### config.mk
export PLATFORM = sky130hd
export DESIGN_NAME = scde_core
export DESIGN_NICKNAME = d
export VERILOG_FILES = /design/src/hw/scde_file_mem.v /design/src/hw/scde_stack.v /design/src/hw/scde_core.v
export VERILOG_INCLUDE_DIRS = /design/src /design/src/hw
export SDC_FILE = /design/constraint.sdc
export NUM_CORES = 2
export LEC_CHECK = 0
export ABC_AREA = 0
export BUFFER_PORTS_ARGS = -buffer_cell sky130_fd_sc_hd__buf_2
export CORE_MARGIN = 5
export CORE_UTILIZATION = 65
export CTS_BUF_LIST = sky130_fd_sc_hd__clkbuf_4 sky130_fd_sc_hd__clkbuf_8
export DETAILED_ROUTE_END_ITERATION = 10
export PLACE_DENSITY = 0.82
export RECOVER_POWER = 100
export SETUP_SLACK_MARGIN = 0.15
export SYNTH_ARGS = -nofsm -noshare
export SYNTH_HDL_FRONTEND = slang
export SYNTH_HIERARCHICAL = 1
export SYNTH_SLANG_ARGS = --single-unit
### constraint.sdc
create_clock -name CLK -period 13.1 [get_ports CLK]
set_input_delay 1.965 -clock CLK [delete_from_list [all_inputs] [get_ports CLK]]
set_output_delay 1.965 -clock CLK [all_outputs]
set_load 0.03 [all_outputs]
### src/hw/scde_defs.vh
`ifndef SCDE_DEFS_VH
`define SCDE_DEFS_VH
// register byte offsets
`define SCDE_OFS_INSTR 8'h00
`define SCDE_OFS_STAT 8'h04
`define SCDE_OFS_ACC 8'h08
`define SCDE_OFS_PC 8'h0C
`define SCDE_OFS_HLATCH 8'h10
`define SCDE_OFS_STACK 8'h14
`define SCDE_OFS_WDOG 8'h18
`define SCDE_OFS_FADDR 8'h1C
`define SCDE_OFS_FDATA 8'h20
// status register bit positions
`define SCDE_ST_BUSY 0
`define SCDE_ST_NULL 1
`define SCDE_ST_EXPIRY 2
`define SCDE_ST_SLEEP 3
`define SCDE_ST_SKIP 4
`define SCDE_ST_ILLEGAL 5
// reset values
`define SCDE_RST_PC 15'h0000
`define SCDE_RST_ACC 8'h00
`define SCDE_RST_HLATCH 7'h00
`define SCDE_RST_WDOG 8'h00
// instruction word fields
`define SCDE_CLASS_HI 13
`define SCDE_CLASS_LO 8
`define SCDE_DEST_BIT 7
`define SCDE_FILE_HI 6
`define SCDE_CALL_HI 13
`define SCDE_CALL_LO 11
// instruction encodings
`define SCDE_CLS_ERASE 6'h01
`define SCDE_CLS_INVERT 6'h09
`define SCDE_CLS_DEC 6'h03
`define SCDE_CLS_DECSKIP 6'h0B
`define SCDE_CALL_TOP 3'h4
`define SCDE_OPC_KICK 14'h0064
`define SCDE_OPC_ACALL 14'h000F
// timing: one instruction cycle and the core clock
`define SCDE_TCY_NS 40
`define SCDE_CLK_NS 10
`define SCDE_TCY_CLKS (`SCDE_TCY_NS / `SCDE_CLK_NS)
`endif

### src/hw/scde_file_mem.v
`timescale 1ns/1ps
// file register space, one write port, registered read
module scde_file_mem #(
    parameter AW = 7,
    parameter DW = 8
) (
    // clock
    input wire clk,
    // write port
    input wire wr_en,
    input wire [AW-1:0] wr_addr,
    input wire [DW-1:0] wr_data,
    // read port
    input wire [AW-1:0] rd_addr,
    output reg [DW-1:0] rd_data
);
    // storage array, no reset
    reg [DW-1:0] mem [0:(1<<AW)-1];

    // write, then registered read
    always @(posedge clk) begin
        if (wr_en) begin
            mem[wr_addr] <= wr_data;
        end
        rd_data <= mem[rd_addr];
    end
endmodule // scde_file_mem

### src/hw/scde_stack.v
`timescale 1ns/1ps
// return stack, push only, top held in a register
module scde_stack #(
    parameter PW = 15,
    parameter DEPTH_LOG2 = 4
) (
    // clock and reset
    input wire clk,
    input wire arst_n,
    // push port
    input wire push,
    input wire [PW-1:0] push_data,
    // state
    output reg [PW-1:0] top,
    output reg [DEPTH_LOG2:0] depth
);
    reg [PW-1:0] mem [0:(1<<DEPTH_LOG2)-1]; // entries
    reg [DEPTH_LOG2-1:0] ptr_reg; // next free slot, wraps on overflow

    // storage write
    always @(posedge clk) begin
        if (push) begin
            mem[ptr_reg] <= push_data;
        end
    end

    // pointer, depth and top copy
    always @(posedge clk or negedge arst_n) begin
        if (!arst_n) begin
            ptr_reg <= {DEPTH_LOG2{1'b0}};
            depth <= {(DEPTH_LOG2+1){1'b0}};
            top <= {PW{1'b0}};
        end else if (push) begin
            ptr_reg <= ptr_reg + 1'b1;
            top <= push_data;
            // depth saturates at full
            if (depth != (1 << DEPTH_LOG2)) begin
                depth <= depth + 1'b1;
            end
        end
    end
endmodule // scde_stack

### src/hw/scde_core.v
`timescale 1ns/1ps
`include "scde_defs.vh"
module scde_core #(
    parameter CYC_DIV = `SCDE_TCY_CLKS,
    parameter STACK_LOG2 = 4
) (
    // clock and reset
    input wire CLK,
    input wire ARST_N,
    // apb slave
    input wire PSEL,
    input wire PENABLE,
    input wire PWRITE,
    input wire [7:0] PADDR,
    input wire [31:0] PWDATA,
    output wire PREADY,
    output wire PSLVERR,
    output reg [31:0] PRDATA
);
    // execution states
    localparam ST_IDLE = 2'd0;
    localparam ST_WAIT = 2'd1;
    localparam ST_EXEC = 2'd2;
    localparam ST_SECOND = 2'd3;

    // decoded operation kinds
    localparam K_NOP = 3'd0;
    localparam K_CALL = 3'd1;
    localparam K_ACALL = 3'd2;
    localparam K_FERASE = 3'd3;
    localparam K_AERASE = 3'd4;
    localparam K_KICK = 3'd5;
    localparam K_FILE = 3'd6;

    // decode an instruction word into an operation kind
    function [2:0] op_kind;
        input [13:0] w;
        begin
            if (w[`SCDE_CALL_HI:`SCDE_CALL_LO] == `SCDE_CALL_TOP) begin
                op_kind = K_CALL;
            end else if (w == `SCDE_OPC_ACALL) begin
                op_kind = K_ACALL;
            end else if (w == `SCDE_OPC_KICK) begin
                op_kind = K_KICK;
            end else if (w[`SCDE_CLASS_HI:`SCDE_CLASS_LO] == `SCDE_CLS_ERASE) begin
                op_kind = w[`SCDE_DEST_BIT] ? K_FERASE : K_AERASE;
            end else if (w[`SCDE_CLASS_HI:`SCDE_CLASS_LO] == `SCDE_CLS_INVERT
                || w[`SCDE_CLASS_HI:`SCDE_CLASS_LO] == `SCDE_CLS_DEC
                || w[`SCDE_CLASS_HI:`SCDE_CLASS_LO] == `SCDE_CLS_DECSKIP) begin
                op_kind = K_FILE;
            end else begin
                op_kind = K_NOP;
            end
        end
    endfunction

    // true when a byte is all zero
    function is_null;
        input [7:0] v;
        begin
            is_null = (v == 8'h00);
        end
    endfunction

    // architectural state
    reg [14:0] pc_reg; // program counter
    reg [7:0] acc_reg; // accumulator
    reg [6:0] hlatch_reg; // program counter high latch
    reg null_reg; // null-result flag
    reg expiry_reg; // expiry status bit, 1 = no timeout
    reg sleep_reg; // sleep entry flag
    reg skip_reg; // last instruction skipped
    reg illegal_reg; // last instruction not in this group
    reg [13:0] instr_reg; // instruction being executed
    reg [1:0] state_reg; // execution state
    reg [6:0] faddr_reg; // software file address
    // watchdog counter and prescaler
    reg [7:0] wdog_reg;
    reg [7:0] wpre_reg;
    // instruction cycle divider
    reg [7:0] div_reg;
    wire tick; // one-cycle pulse per instruction cycle
    // apb access phase second cycle
    reg ack_reg;

    // instruction fields
    wire [5:0] cls = instr_reg[`SCDE_CLASS_HI:`SCDE_CLASS_LO];
    wire dest = instr_reg[`SCDE_DEST_BIT];
    wire [6:0] fsel = instr_reg[`SCDE_FILE_HI:0];
    wire [2:0] kind = op_kind(instr_reg);
    wire busy = (state_reg != ST_IDLE);

    // file memory ports
    wire [7:0] fval; // registered read data
    reg fwr_en;
    reg [6:0] fwr_addr;
    reg [7:0] fwr_data;
    wire [6:0] frd_addr = busy ? fsel : faddr_reg;

    // stack ports
    reg push;
    wire [14:0] stack_top;
    wire [STACK_LOG2:0] stack_depth;

    // alu result for file operations
    reg [7:0] result;
    wire res_null = is_null(result);
    wire is_skip_op = (cls == `SCDE_CLS_DECSKIP);

    // apb decode
    wire acc_phase = PSEL & PENABLE;
    wire wr_fire = acc_phase & ack_reg & PWRITE;
    reg map_hit; // address in map
    reg busy_refuse; // write refused while executing
    wire refused = ~map_hit | (PWRITE & busy_refuse);
    wire wr_ok = wr_fire & ~refused;

    assign tick = (div_reg == CYC_DIV - 1);
    assign PREADY = acc_phase & ack_reg;
    assign PSLVERR = PREADY & refused;

    // file and stack memories
    scde_file_mem #(.AW(7), .DW(8)) u_fmem (
        .clk(CLK),
        .wr_en(fwr_en),
        .wr_addr(fwr_addr),
        .wr_data(fwr_data),
        .rd_addr(frd_addr),
        .rd_data(fval)
    );

    scde_stack #(.PW(15), .DEPTH_LOG2(STACK_LOG2)) u_stack (
        .clk(CLK),
        .arst_n(ARST_N),
        .push(push),
        .push_data(pc_reg + 15'h0001),
        .top(stack_top),
        .depth(stack_depth)
    );

    // address decode and refusal classes
    always @* begin
        map_hit = 1'b1;
        busy_refuse = 1'b0;
        case (PADDR)
            `SCDE_OFS_INSTR, `SCDE_OFS_ACC, `SCDE_OFS_PC,
            `SCDE_OFS_HLATCH, `SCDE_OFS_FDATA: busy_refuse = busy;
            `SCDE_OFS_STAT, `SCDE_OFS_STACK, `SCDE_OFS_WDOG,
            `SCDE_OFS_FADDR: busy_refuse = 1'b0;
            default: map_hit = 1'b0;
        endcase
    end

    // result of invert or decrement
    always @* begin
        if (cls == `SCDE_CLS_INVERT) begin
            result = ~fval;
        end else begin
            result = fval - 8'h01;
        end
    end

    // memory write and stack push selection
    always @* begin
        fwr_en = 1'b0;
        fwr_addr = faddr_reg;
        fwr_data = PWDATA[7:0];
        push = 1'b0;
        if (state_reg == ST_EXEC && tick) begin
            fwr_addr = fsel;
            case (kind)
                K_CALL, K_ACALL: push = 1'b1;
                K_FERASE: begin
                    fwr_en = 1'b1;
                    fwr_data = 8'h00;
                end
                K_FILE: begin
                    fwr_en = dest;
                    fwr_data = result;
                end
                default: fwr_en = 1'b0;
            endcase
        end else if (wr_ok && PADDR == `SCDE_OFS_FDATA) begin
            fwr_en = 1'b1;
        end
    end

    // instruction cycle divider
    always @(posedge CLK or negedge ARST_N) begin
        if (!ARST_N) begin
            div_reg <= 8'h00;
        end else if (tick) begin
            div_reg <= 8'h00;
        end else begin
            div_reg <= div_reg + 8'h01;
        end
    end

    // apb access phase pacing: one wait cycle for the read data
    always @(posedge CLK or negedge ARST_N) begin
        if (!ARST_N) begin
            ack_reg <= 1'b0;
        end else begin
            ack_reg <= acc_phase & ~ack_reg;
        end
    end

    // read data captured in the first access cycle
    always @(posedge CLK or negedge ARST_N) begin
        if (!ARST_N) begin
            PRDATA <= 32'h00000000;
        end else if (acc_phase && !ack_reg && !PWRITE) begin
            case (PADDR)
                `SCDE_OFS_INSTR: PRDATA <= {18'h00000, instr_reg};
                `SCDE_OFS_STAT: PRDATA <= {26'h0000000, illegal_reg, skip_reg, sleep_reg,
                                           expiry_reg, null_reg, busy};
                `SCDE_OFS_ACC: PRDATA <= {24'h000000, acc_reg};
                `SCDE_OFS_PC: PRDATA <= {17'h00000, pc_reg};
                `SCDE_OFS_HLATCH: PRDATA <= {25'h0000000, hlatch_reg};
                `SCDE_OFS_STACK: PRDATA <= {{(16-STACK_LOG2-1){1'b0}}, stack_depth, 1'b0, stack_top};
                `SCDE_OFS_WDOG: PRDATA <= {16'h0000, wpre_reg, wdog_reg};
                `SCDE_OFS_FADDR: PRDATA <= {25'h0000000, faddr_reg};
                `SCDE_OFS_FDATA: PRDATA <= {24'h000000, fval};
                default: PRDATA <= 32'h00000000;
            endcase
        end
    end

    // execution sequencer
    always @(posedge CLK or negedge ARST_N) begin
        if (!ARST_N) begin
            state_reg <= ST_IDLE;
            instr_reg <= 14'h0000;
        end else begin
            case (state_reg)
                // software write issues an instruction
                ST_IDLE: begin
                    if (wr_ok && PADDR == `SCDE_OFS_INSTR) begin
                        instr_reg <= PWDATA[13:0];
                        state_reg <= ST_WAIT;
                    end
                end
                // one clock for the file read to settle
                ST_WAIT: state_reg <= ST_EXEC;
                // first instruction cycle
                ST_EXEC: begin
                    if (tick) begin
                        if (kind == K_CALL || kind == K_ACALL) begin
                            state_reg <= ST_SECOND;
                        end else if (kind == K_FILE && is_skip_op && res_null) begin
                            state_reg <= ST_SECOND;
                        end else begin
                            state_reg <= ST_IDLE;
                        end
                    end
                end
                // second instruction cycle, a dead slot
                ST_SECOND: begin
                    if (tick) begin
                        state_reg <= ST_IDLE;
                    end
                end
                default: state_reg <= ST_IDLE;
            endcase
        end
    end

    // program counter and high latch
    always @(posedge CLK or negedge ARST_N) begin
        if (!ARST_N) begin
            pc_reg <= `SCDE_RST_PC;
            hlatch_reg <= `SCDE_RST_HLATCH;
        end else if (state_reg == ST_EXEC && tick) begin
            case (kind)
                K_CALL: pc_reg <= {hlatch_reg[6:3], instr_reg[10:0]};
                K_ACALL: pc_reg <= {hlatch_reg, acc_reg};
                default: pc_reg <= pc_reg + 15'h0001;
            endcase
        end else if (state_reg == ST_SECOND && tick && kind == K_FILE) begin
            // skipped instruction is stepped over as a no-operation
            pc_reg <= pc_reg + 15'h0001;
        end else if (wr_ok) begin
            if (PADDR == `SCDE_OFS_PC) begin
                pc_reg <= PWDATA[14:0];
            end
            if (PADDR == `SCDE_OFS_HLATCH) begin
                hlatch_reg <= PWDATA[6:0];
            end
        end
    end

    // accumulator and null flag
    always @(posedge CLK or negedge ARST_N) begin
        if (!ARST_N) begin
            acc_reg <= `SCDE_RST_ACC;
            null_reg <= 1'b0;
        end else if (state_reg == ST_EXEC && tick) begin
            case (kind)
                K_FERASE: null_reg <= 1'b1;
                K_AERASE: begin
                    acc_reg <= 8'h00;
                    null_reg <= 1'b1;
                end
                K_FILE: begin
                    if (!dest) begin
                        acc_reg <= result;
                    end
                    if (!is_skip_op) begin
                        null_reg <= res_null;
                    end
                end
                default: null_reg <= null_reg;
            endcase
        end else if (wr_ok && PADDR == `SCDE_OFS_ACC) begin
            acc_reg <= PWDATA[7:0];
        end
    end

    // skip and illegal markers for the last instruction
    always @(posedge CLK or negedge ARST_N) begin
        if (!ARST_N) begin
            skip_reg <= 1'b0;
            illegal_reg <= 1'b0;
        end else if (state_reg == ST_EXEC && tick) begin
            skip_reg <= (kind == K_FILE) && is_skip_op && res_null;
            illegal_reg <= (kind == K_NOP);
        end
    end

    // software file address
    always @(posedge CLK or negedge ARST_N) begin
        if (!ARST_N) begin
            faddr_reg <= 7'h00;
        end else if (wr_ok && PADDR == `SCDE_OFS_FADDR) begin
            faddr_reg <= PWDATA[6:0];
        end
    end

    // watchdog counter, prescaler and its status bits
    always @(posedge CLK or negedge ARST_N) begin
        if (!ARST_N) begin
            wdog_reg <= `SCDE_RST_WDOG;
            wpre_reg <= `SCDE_RST_WDOG;
            expiry_reg <= 1'b1;
            sleep_reg <= 1'b1;
        end else if (state_reg == ST_EXEC && tick && kind == K_KICK) begin
            wdog_reg <= 8'h00;
            wpre_reg <= 8'h00;
            expiry_reg <= 1'b1;
            sleep_reg <= 1'b1;
        end else begin
            // counts instruction cycles, timeout drops the expiry bit
            if (tick) begin
                wpre_reg <= wpre_reg + 8'h01;
                if (wpre_reg == 8'hFF) begin
                    wdog_reg <= wdog_reg + 8'h01;
                    if (wdog_reg == 8'hFF) begin
                        expiry_reg <= 1'b0;
                    end
                end
            end
            // software marks sleep entry by writing zero
            if (wr_ok && PADDR == `SCDE_OFS_STAT && !PWDATA[`SCDE_ST_SLEEP]) begin
                sleep_reg <= 1'b0;
            end
        end
    end
endmodule // scde_core

; ---- Yosys cells after proc, flatten, opt, wreduce, memory -nomap -nowiden
; Memories as Yosys holds them, arrays and structs flattened. A register that Yosys moved wholly into a read port is not among the register bits.
; Index checks and enable logic that the tools add are counted.
; Widths: inputs -> output; s select.
[word_totals]
register_bits = 135
mem_bits_rw = 1024
inputBits = 45
word_cells = 169
n_memories = 1
[op_classes]
add_sub_neg = 6
n_eq_ne = 34
mux = 50
bitwise = 14
n_reduce_logical = 46
[memory_table]
columns = name, depth, width, rd, rd_clocked_by_memory_dff, wr, line
row1 = u_fmem.mem, 128, 8, 1, 1, 1, scde_file_mem.v:18  ; reg [DW-1:0] mem [0:(1<<AW)-1];
[op_table]
columns = operator, count
row1 = $pmux 21 s9, 1
row2 = $mux 8, 11
row3 = $mux 15, 4
row4 = $eq 8x5->1 const B, 4
row5 = $pmux 8 s2, 2
row6 = $pmux 15 s2, 1
row7 = $add 8x1->8 const B, 3
row8 = $mux 3, 6
row9 = $eq 8x4->1 const B, 2
row10 = $eq 8x8->1 const B, 2
row11 = $logic_not 8->1, 2
row12 = $add 15x1->15 const B, 1
row13 = $mux 1, 15
row14 = $eq 14x4->1 const B, 1
row15 = $eq 14x7->1 const B, 1
row16 = $logic_and 1x1->1, 14
row17 = $mux 7, 2
row18 = $reduce_bool 2->1, 7
row19 = $eq 3x3->1 const B, 4
row20 = $eq 6x4->1 const B, 2
row21 = $reduce_and 3->1, 4
row22 = $mux 2, 5
row23 = $reduce_or 9->1, 1
row24 = $eq 8x2->1 const B, 1
row25 = 29 further kinds, 54

; ---- Longest topological paths before layout
[depth]
depth_word = 15
mapped_depth = 13
depth_no_buf = 9

; ---- Hierarchy
; Netlist, hierarchy kept.
[by_module_without_submodules]
columns = mod, n_inst, cells_each, area_each_um2, seq_area_each_um2
row1 = scde_file_mem, 1, 1635, 39665.5, 30909.6
row2 = scde_core, 1, 743, 6543.8, 2605.0
row3 = scde_stack, 1, 53, 814.5, 500.5

; ---- Least setup slack after synthesis
; No wires, ideal clock.
[synth_path]
path_type = register -> register
startpoint = register div_reg[0]
endpoint = memory u_fmem.mem[0][0], data pin
setup_ns = 1.200
arrival_time_ns = 6.589
required_ns = 11.900
slack_ns = 5.312
path_stages_with_launch = 7
path_buffers = 1
synth_period_minus_slack_ns = 7.788
cell_sequence = dfrtp_1 -> ha_1 -> or3b_2 -> nor2_1 -> buf_2 -> nand4_1 -> o21ai_0
[synth_between]
elab_chain_cells = 3
[synth_rtl]
columns = element, line
row1 = start: declaration, scde_core.v:81  ; reg [7:0] div_reg;
row2 = start signal: assignment, scde_core.v:195  ; div_reg <= div_reg + 8'h01;
row3 = $eq 8x2->1, scde_core.v:118  ; assign tick = (div_reg == CYC_DIV - 1);
row4 = $logic_and 1x1->1, scde_core.v:169  ; if (state_reg == ST_EXEC && tick) begin
row5 = $mux 8, scde_core.v:169
row6 = via fwr_data[0], scde_core.v:97  ; reg [7:0] fwr_data;
row7 = end: declaration, scde_file_mem.v:18
; The timed path passes the listed nets, and every way through them passes these cells.

; ---- Worst setup path after layout
[layout_path]
startpoint = register div_reg[0]
endpoint = memory u_fmem.mem[88][0], data pin
; Same word-level chain as after synthesis.

==> results.toml <==
[outcome]
outcome = "finished with violations"
violations = "capacitance limit, slew limit"

[sta]
finalClockSkew_ns = 0.0597
hold_ws_ns = 0.478
rsz0062_at_grt = "false"
max_freq_mhz = 114
min_period_ns = 8.77
slew_violations = 1115
finalSetupViolCount = 0
hold_viol = 0
fin_setup_tns_ns = 0
worstMarginPinSlew_ns = 4.72
layout_setup_ws_ns = 4.33
slew-limit-headroom = -2.15
period_share = 0.670

[placed_design]
dp_cells = 3332
dpl.hpwl_mm = 67.2
place_area_mm2 = 0.0482
place_congestion = 0.953
place_ws_ns = 7.01
io_buffers = 50

[floorplanning]
die_width_um = 279
core-area_mm2 = 0.0716
start_util = 0.657
die_h_um = 279
design.die.area_mm2 = 0.0778
row_count = 98
io_pins = 79

[finish]
top_regs = "u_fmem/mem (1024), PRDATA (21)"
multi_input_area_mm2 = 0.0123
final_cells = 3651
fin_nets = 2611
seqCellArea_mm2 = 0.0340
max_flop_register = "u_fmem/mem"
final_core_util = 0.719
syn_to_final_growth_pct = 9.49
fillerInstances = 4056
layout-drive-gt1-share = 0.264
largest_reg_flops = 1024
design_area_mm2 = 0.0515

[clocking]
htreeDepth = 4
cts_root_buf = "clkbuf_8"
cts.reportedPaths.clkPinSlew_ns = 0.06
cts_setup_buffers = 0
post_cts_resized = 0
cts_buffers = 175
cts.sink_count = 1156
cts_hold_buf = 0
clkLatencyLatePin_ns = 0.83
cts_tree = "built"
clockBufferDepth = 3

[hold_path]
hold_class = "reg2reg"

[routing]
drt_iter0_markers = 3580
finalWirelength_mm = 108
via_count = 25101
routedWlPerCell_um = 29.6
ant_nets = 0
first_pass_iters = 6
drc = 0
viasPerCell = 6.88

[setup_path]
cp.required_ns = 13.00
critPathLaunchType = "flop"
criticalPathCategory = "reg2reg"
r2r_setup_slack_ns = 4.33
critPathCaptureType = "flop"
crit_fanout = 100
arrival_ns = 8.67

[grt]
grt_pass1_vias = 25363
grt_pass1_wl_mm = 161
antenna_found_initial = 4
grt_max_degree = 113
grt_use_total = 0.280
overflow = 0

[pwr]
p_sw_mw = 1.47
pwr-share-seq = 0.569
power_switching_share = 0.207
p_total_mw = 7.10
p_comb_frac = 0.020
pwr-share-clk = 0.411
vdd_ir_drop_max_mv = 0.119
internal-power_mw = 5.63
power_density_mw_per_mm2 = 138
p_leak_nw = 16.3

[synth]
synth-edff-count = 1024
ys_ff_latch = 1156
yosys_warnings = 6
synth_area_mm2 = 0.0470
yosysUniqueCellTypes = 75
synth_async_sr_flop_share = 0.107
netlist_instances = 2431
yosysSeqAreaShare = 0.723
synth_flop_cell = "edfxtp_1"
syn_avg_cell_area_um2 = 19.3

[run]
cap_violations = 16
[cells by family after synthesis]
family          Yosys count  share of synthesized area
mux                     413                      0.179
flops                  1156                      0.723
xor+xnor                 41                    0.00764
other cells               1                  0.0000797
buf+inv                 161                     0.0155
fa+ha+maj                 7                    0.00186
compound gates          184                     0.0264
simple gates            468                     0.0459
[layout make-up]
class / count / share of cell area
Antenna cell: 1 / 0.0000486
Clock buffer: 245 / 0.0587
Clock inverter: 73 / 0.00887
Inverter: 14 / 0.00102
Multi-Input combinational cell: 1124 / 0.240
Sequential cell: 1156 / 0.661
Tap cell: 950 / 0.0231
Timing Repair Buffer: 88 / 0.00804
[critical path, cell delays in order (launching register included)]
cell and delay, ns:
dfrtp_1 0.39, ha_1 0.21, or3b_2 0.46, nor2_1 0.17
clkbuf_1 0.46, nand4_1 0.41, o21ai_0 2.30, clkbuf_1 3.37
[per-layer routing]
layer / share of wire / track usage / up-vias
li1: - / - / 10199
met1: 0.36 / 0.393 / 12986
met2: 0.50 / 0.448 / 1636
met3: 0.11 / 0.0640 / 276
met4: 0.033 / 0.0955 / 4
met5: 0.00020 / 0 / -
[cells in the mapped netlist (all sizes together) (3+ instances only)]
cell type / n / area share
edfxtp: 1024 / 0.65
mux4: 337 / 0.16
nor2: 213 / 0.017
dfrtp: 122 / 0.065
nand2: 100 / 0.0080
clkbuf: 76 / 0.0061
buf: 71 / 0.0084
mux2: 59 / 0.014
a21oi: 40 / 0.0043
nand3: 38 / 0.0040
nor3: 30 / 0.0038
xnor2: 25 / 0.0047
a22oi: 24 / 0.0038
o21ai: 24 / 0.0026
nand4: 20 / 0.0027
mux2i: 17 / 0.0036
o22ai: 17 / 0.0023
a31oi: 16 / 0.0021
xor2: 16 / 0.0030
inv: 14 / 0.0011
o31ai: 13 / 0.0021
nor2b: 12 / 0.0016
and3: 10 / 0.0013
dfxtp: 8 / 0.0034
a21o: 7 / 0.0011
a221o: 7 / 0.0015
a22o: 7 / 0.0013
ha: 7 / 0.0019
or3: 7 / 0.00093
a221oi: 6 / 0.0011
nand3b: 5 / 0.0011
or2: 5 / 0.00067
and2: 4 / 0.00053
nor3b: 4 / 0.00064
nor4: 4 / 0.00053
a2111oi: 3 / 0.00056
a211oi: 3 / 0.00048
nor4b: 3 / 0.00069
o211a: 3 / 0.00064
[placed cells by master (no fill, tap or decap), types with 8 or more instances in the layout]
cell type  synthesis  layout
xnor2_1           25      25
clkbuf_1          76      53
a22oi_1           24      24
and3_1            10      10
mux4_2           337     337
nand3_1           38      38
conb_1             1      11
edfxtp_1        1024    1024
mux2_2            58      53
dfxtp_1            8       8
buf_4             23      10
clkinv_1           0      47
a21oi_1           40      40
o21ai_0           20      22
mux2i_1           17      17
nor2_1           212     213
dfrtp_1          122     122
xor2_1            16      16
nand4_1           20      20
a31oi_1           16      16
nor3_1            27      28
nand2_1          100     100
clkbuf_8           0     189
clkbuf_4           0      56
clkinv_2           0      11
nor2b_1           12      12
o22ai_1           17      17
buf_2             26      24
inv_1             14      14
o31ai_1           13      13
[power groups by stage]
| stage | clock, mW | combinational (mW) | sequential (mW) |
|---|---|---|---|
| after floorplan | 0 | 0.0663 | 4.13 |
| after global placement | 0 | 0.142 | 4.10 |
| after detailed placement | 0 | 0.150 | 4.10 |
| after CTS | 2.95 | 0.149 | 4.03 |
| after global routing | 3.14 | 0.155 | 4.04 |
| final | 2.91 | 0.144 | 4.04 |
[worst paths after layout]
| kind | start | endpoint | cells past startpoint |
|---|---|---|---|
| max | div_reg[0] | u_fmem/mem[88][0] | 7 |
| min | div_reg[7] | div_reg[7] | 1 |
| max reg2reg | div_reg[0] | u_fmem/mem[88][0] | 7 |
| min reg2reg | div_reg[7] | div_reg[7] | 1 |
| max in group asynchronous | ARST_N | PRDATA[17] | 2 |
| min in group asynchronous | ARST_N | div_reg[4] | 1 |
Note: power is estimated with default switching activity, not from simulation.
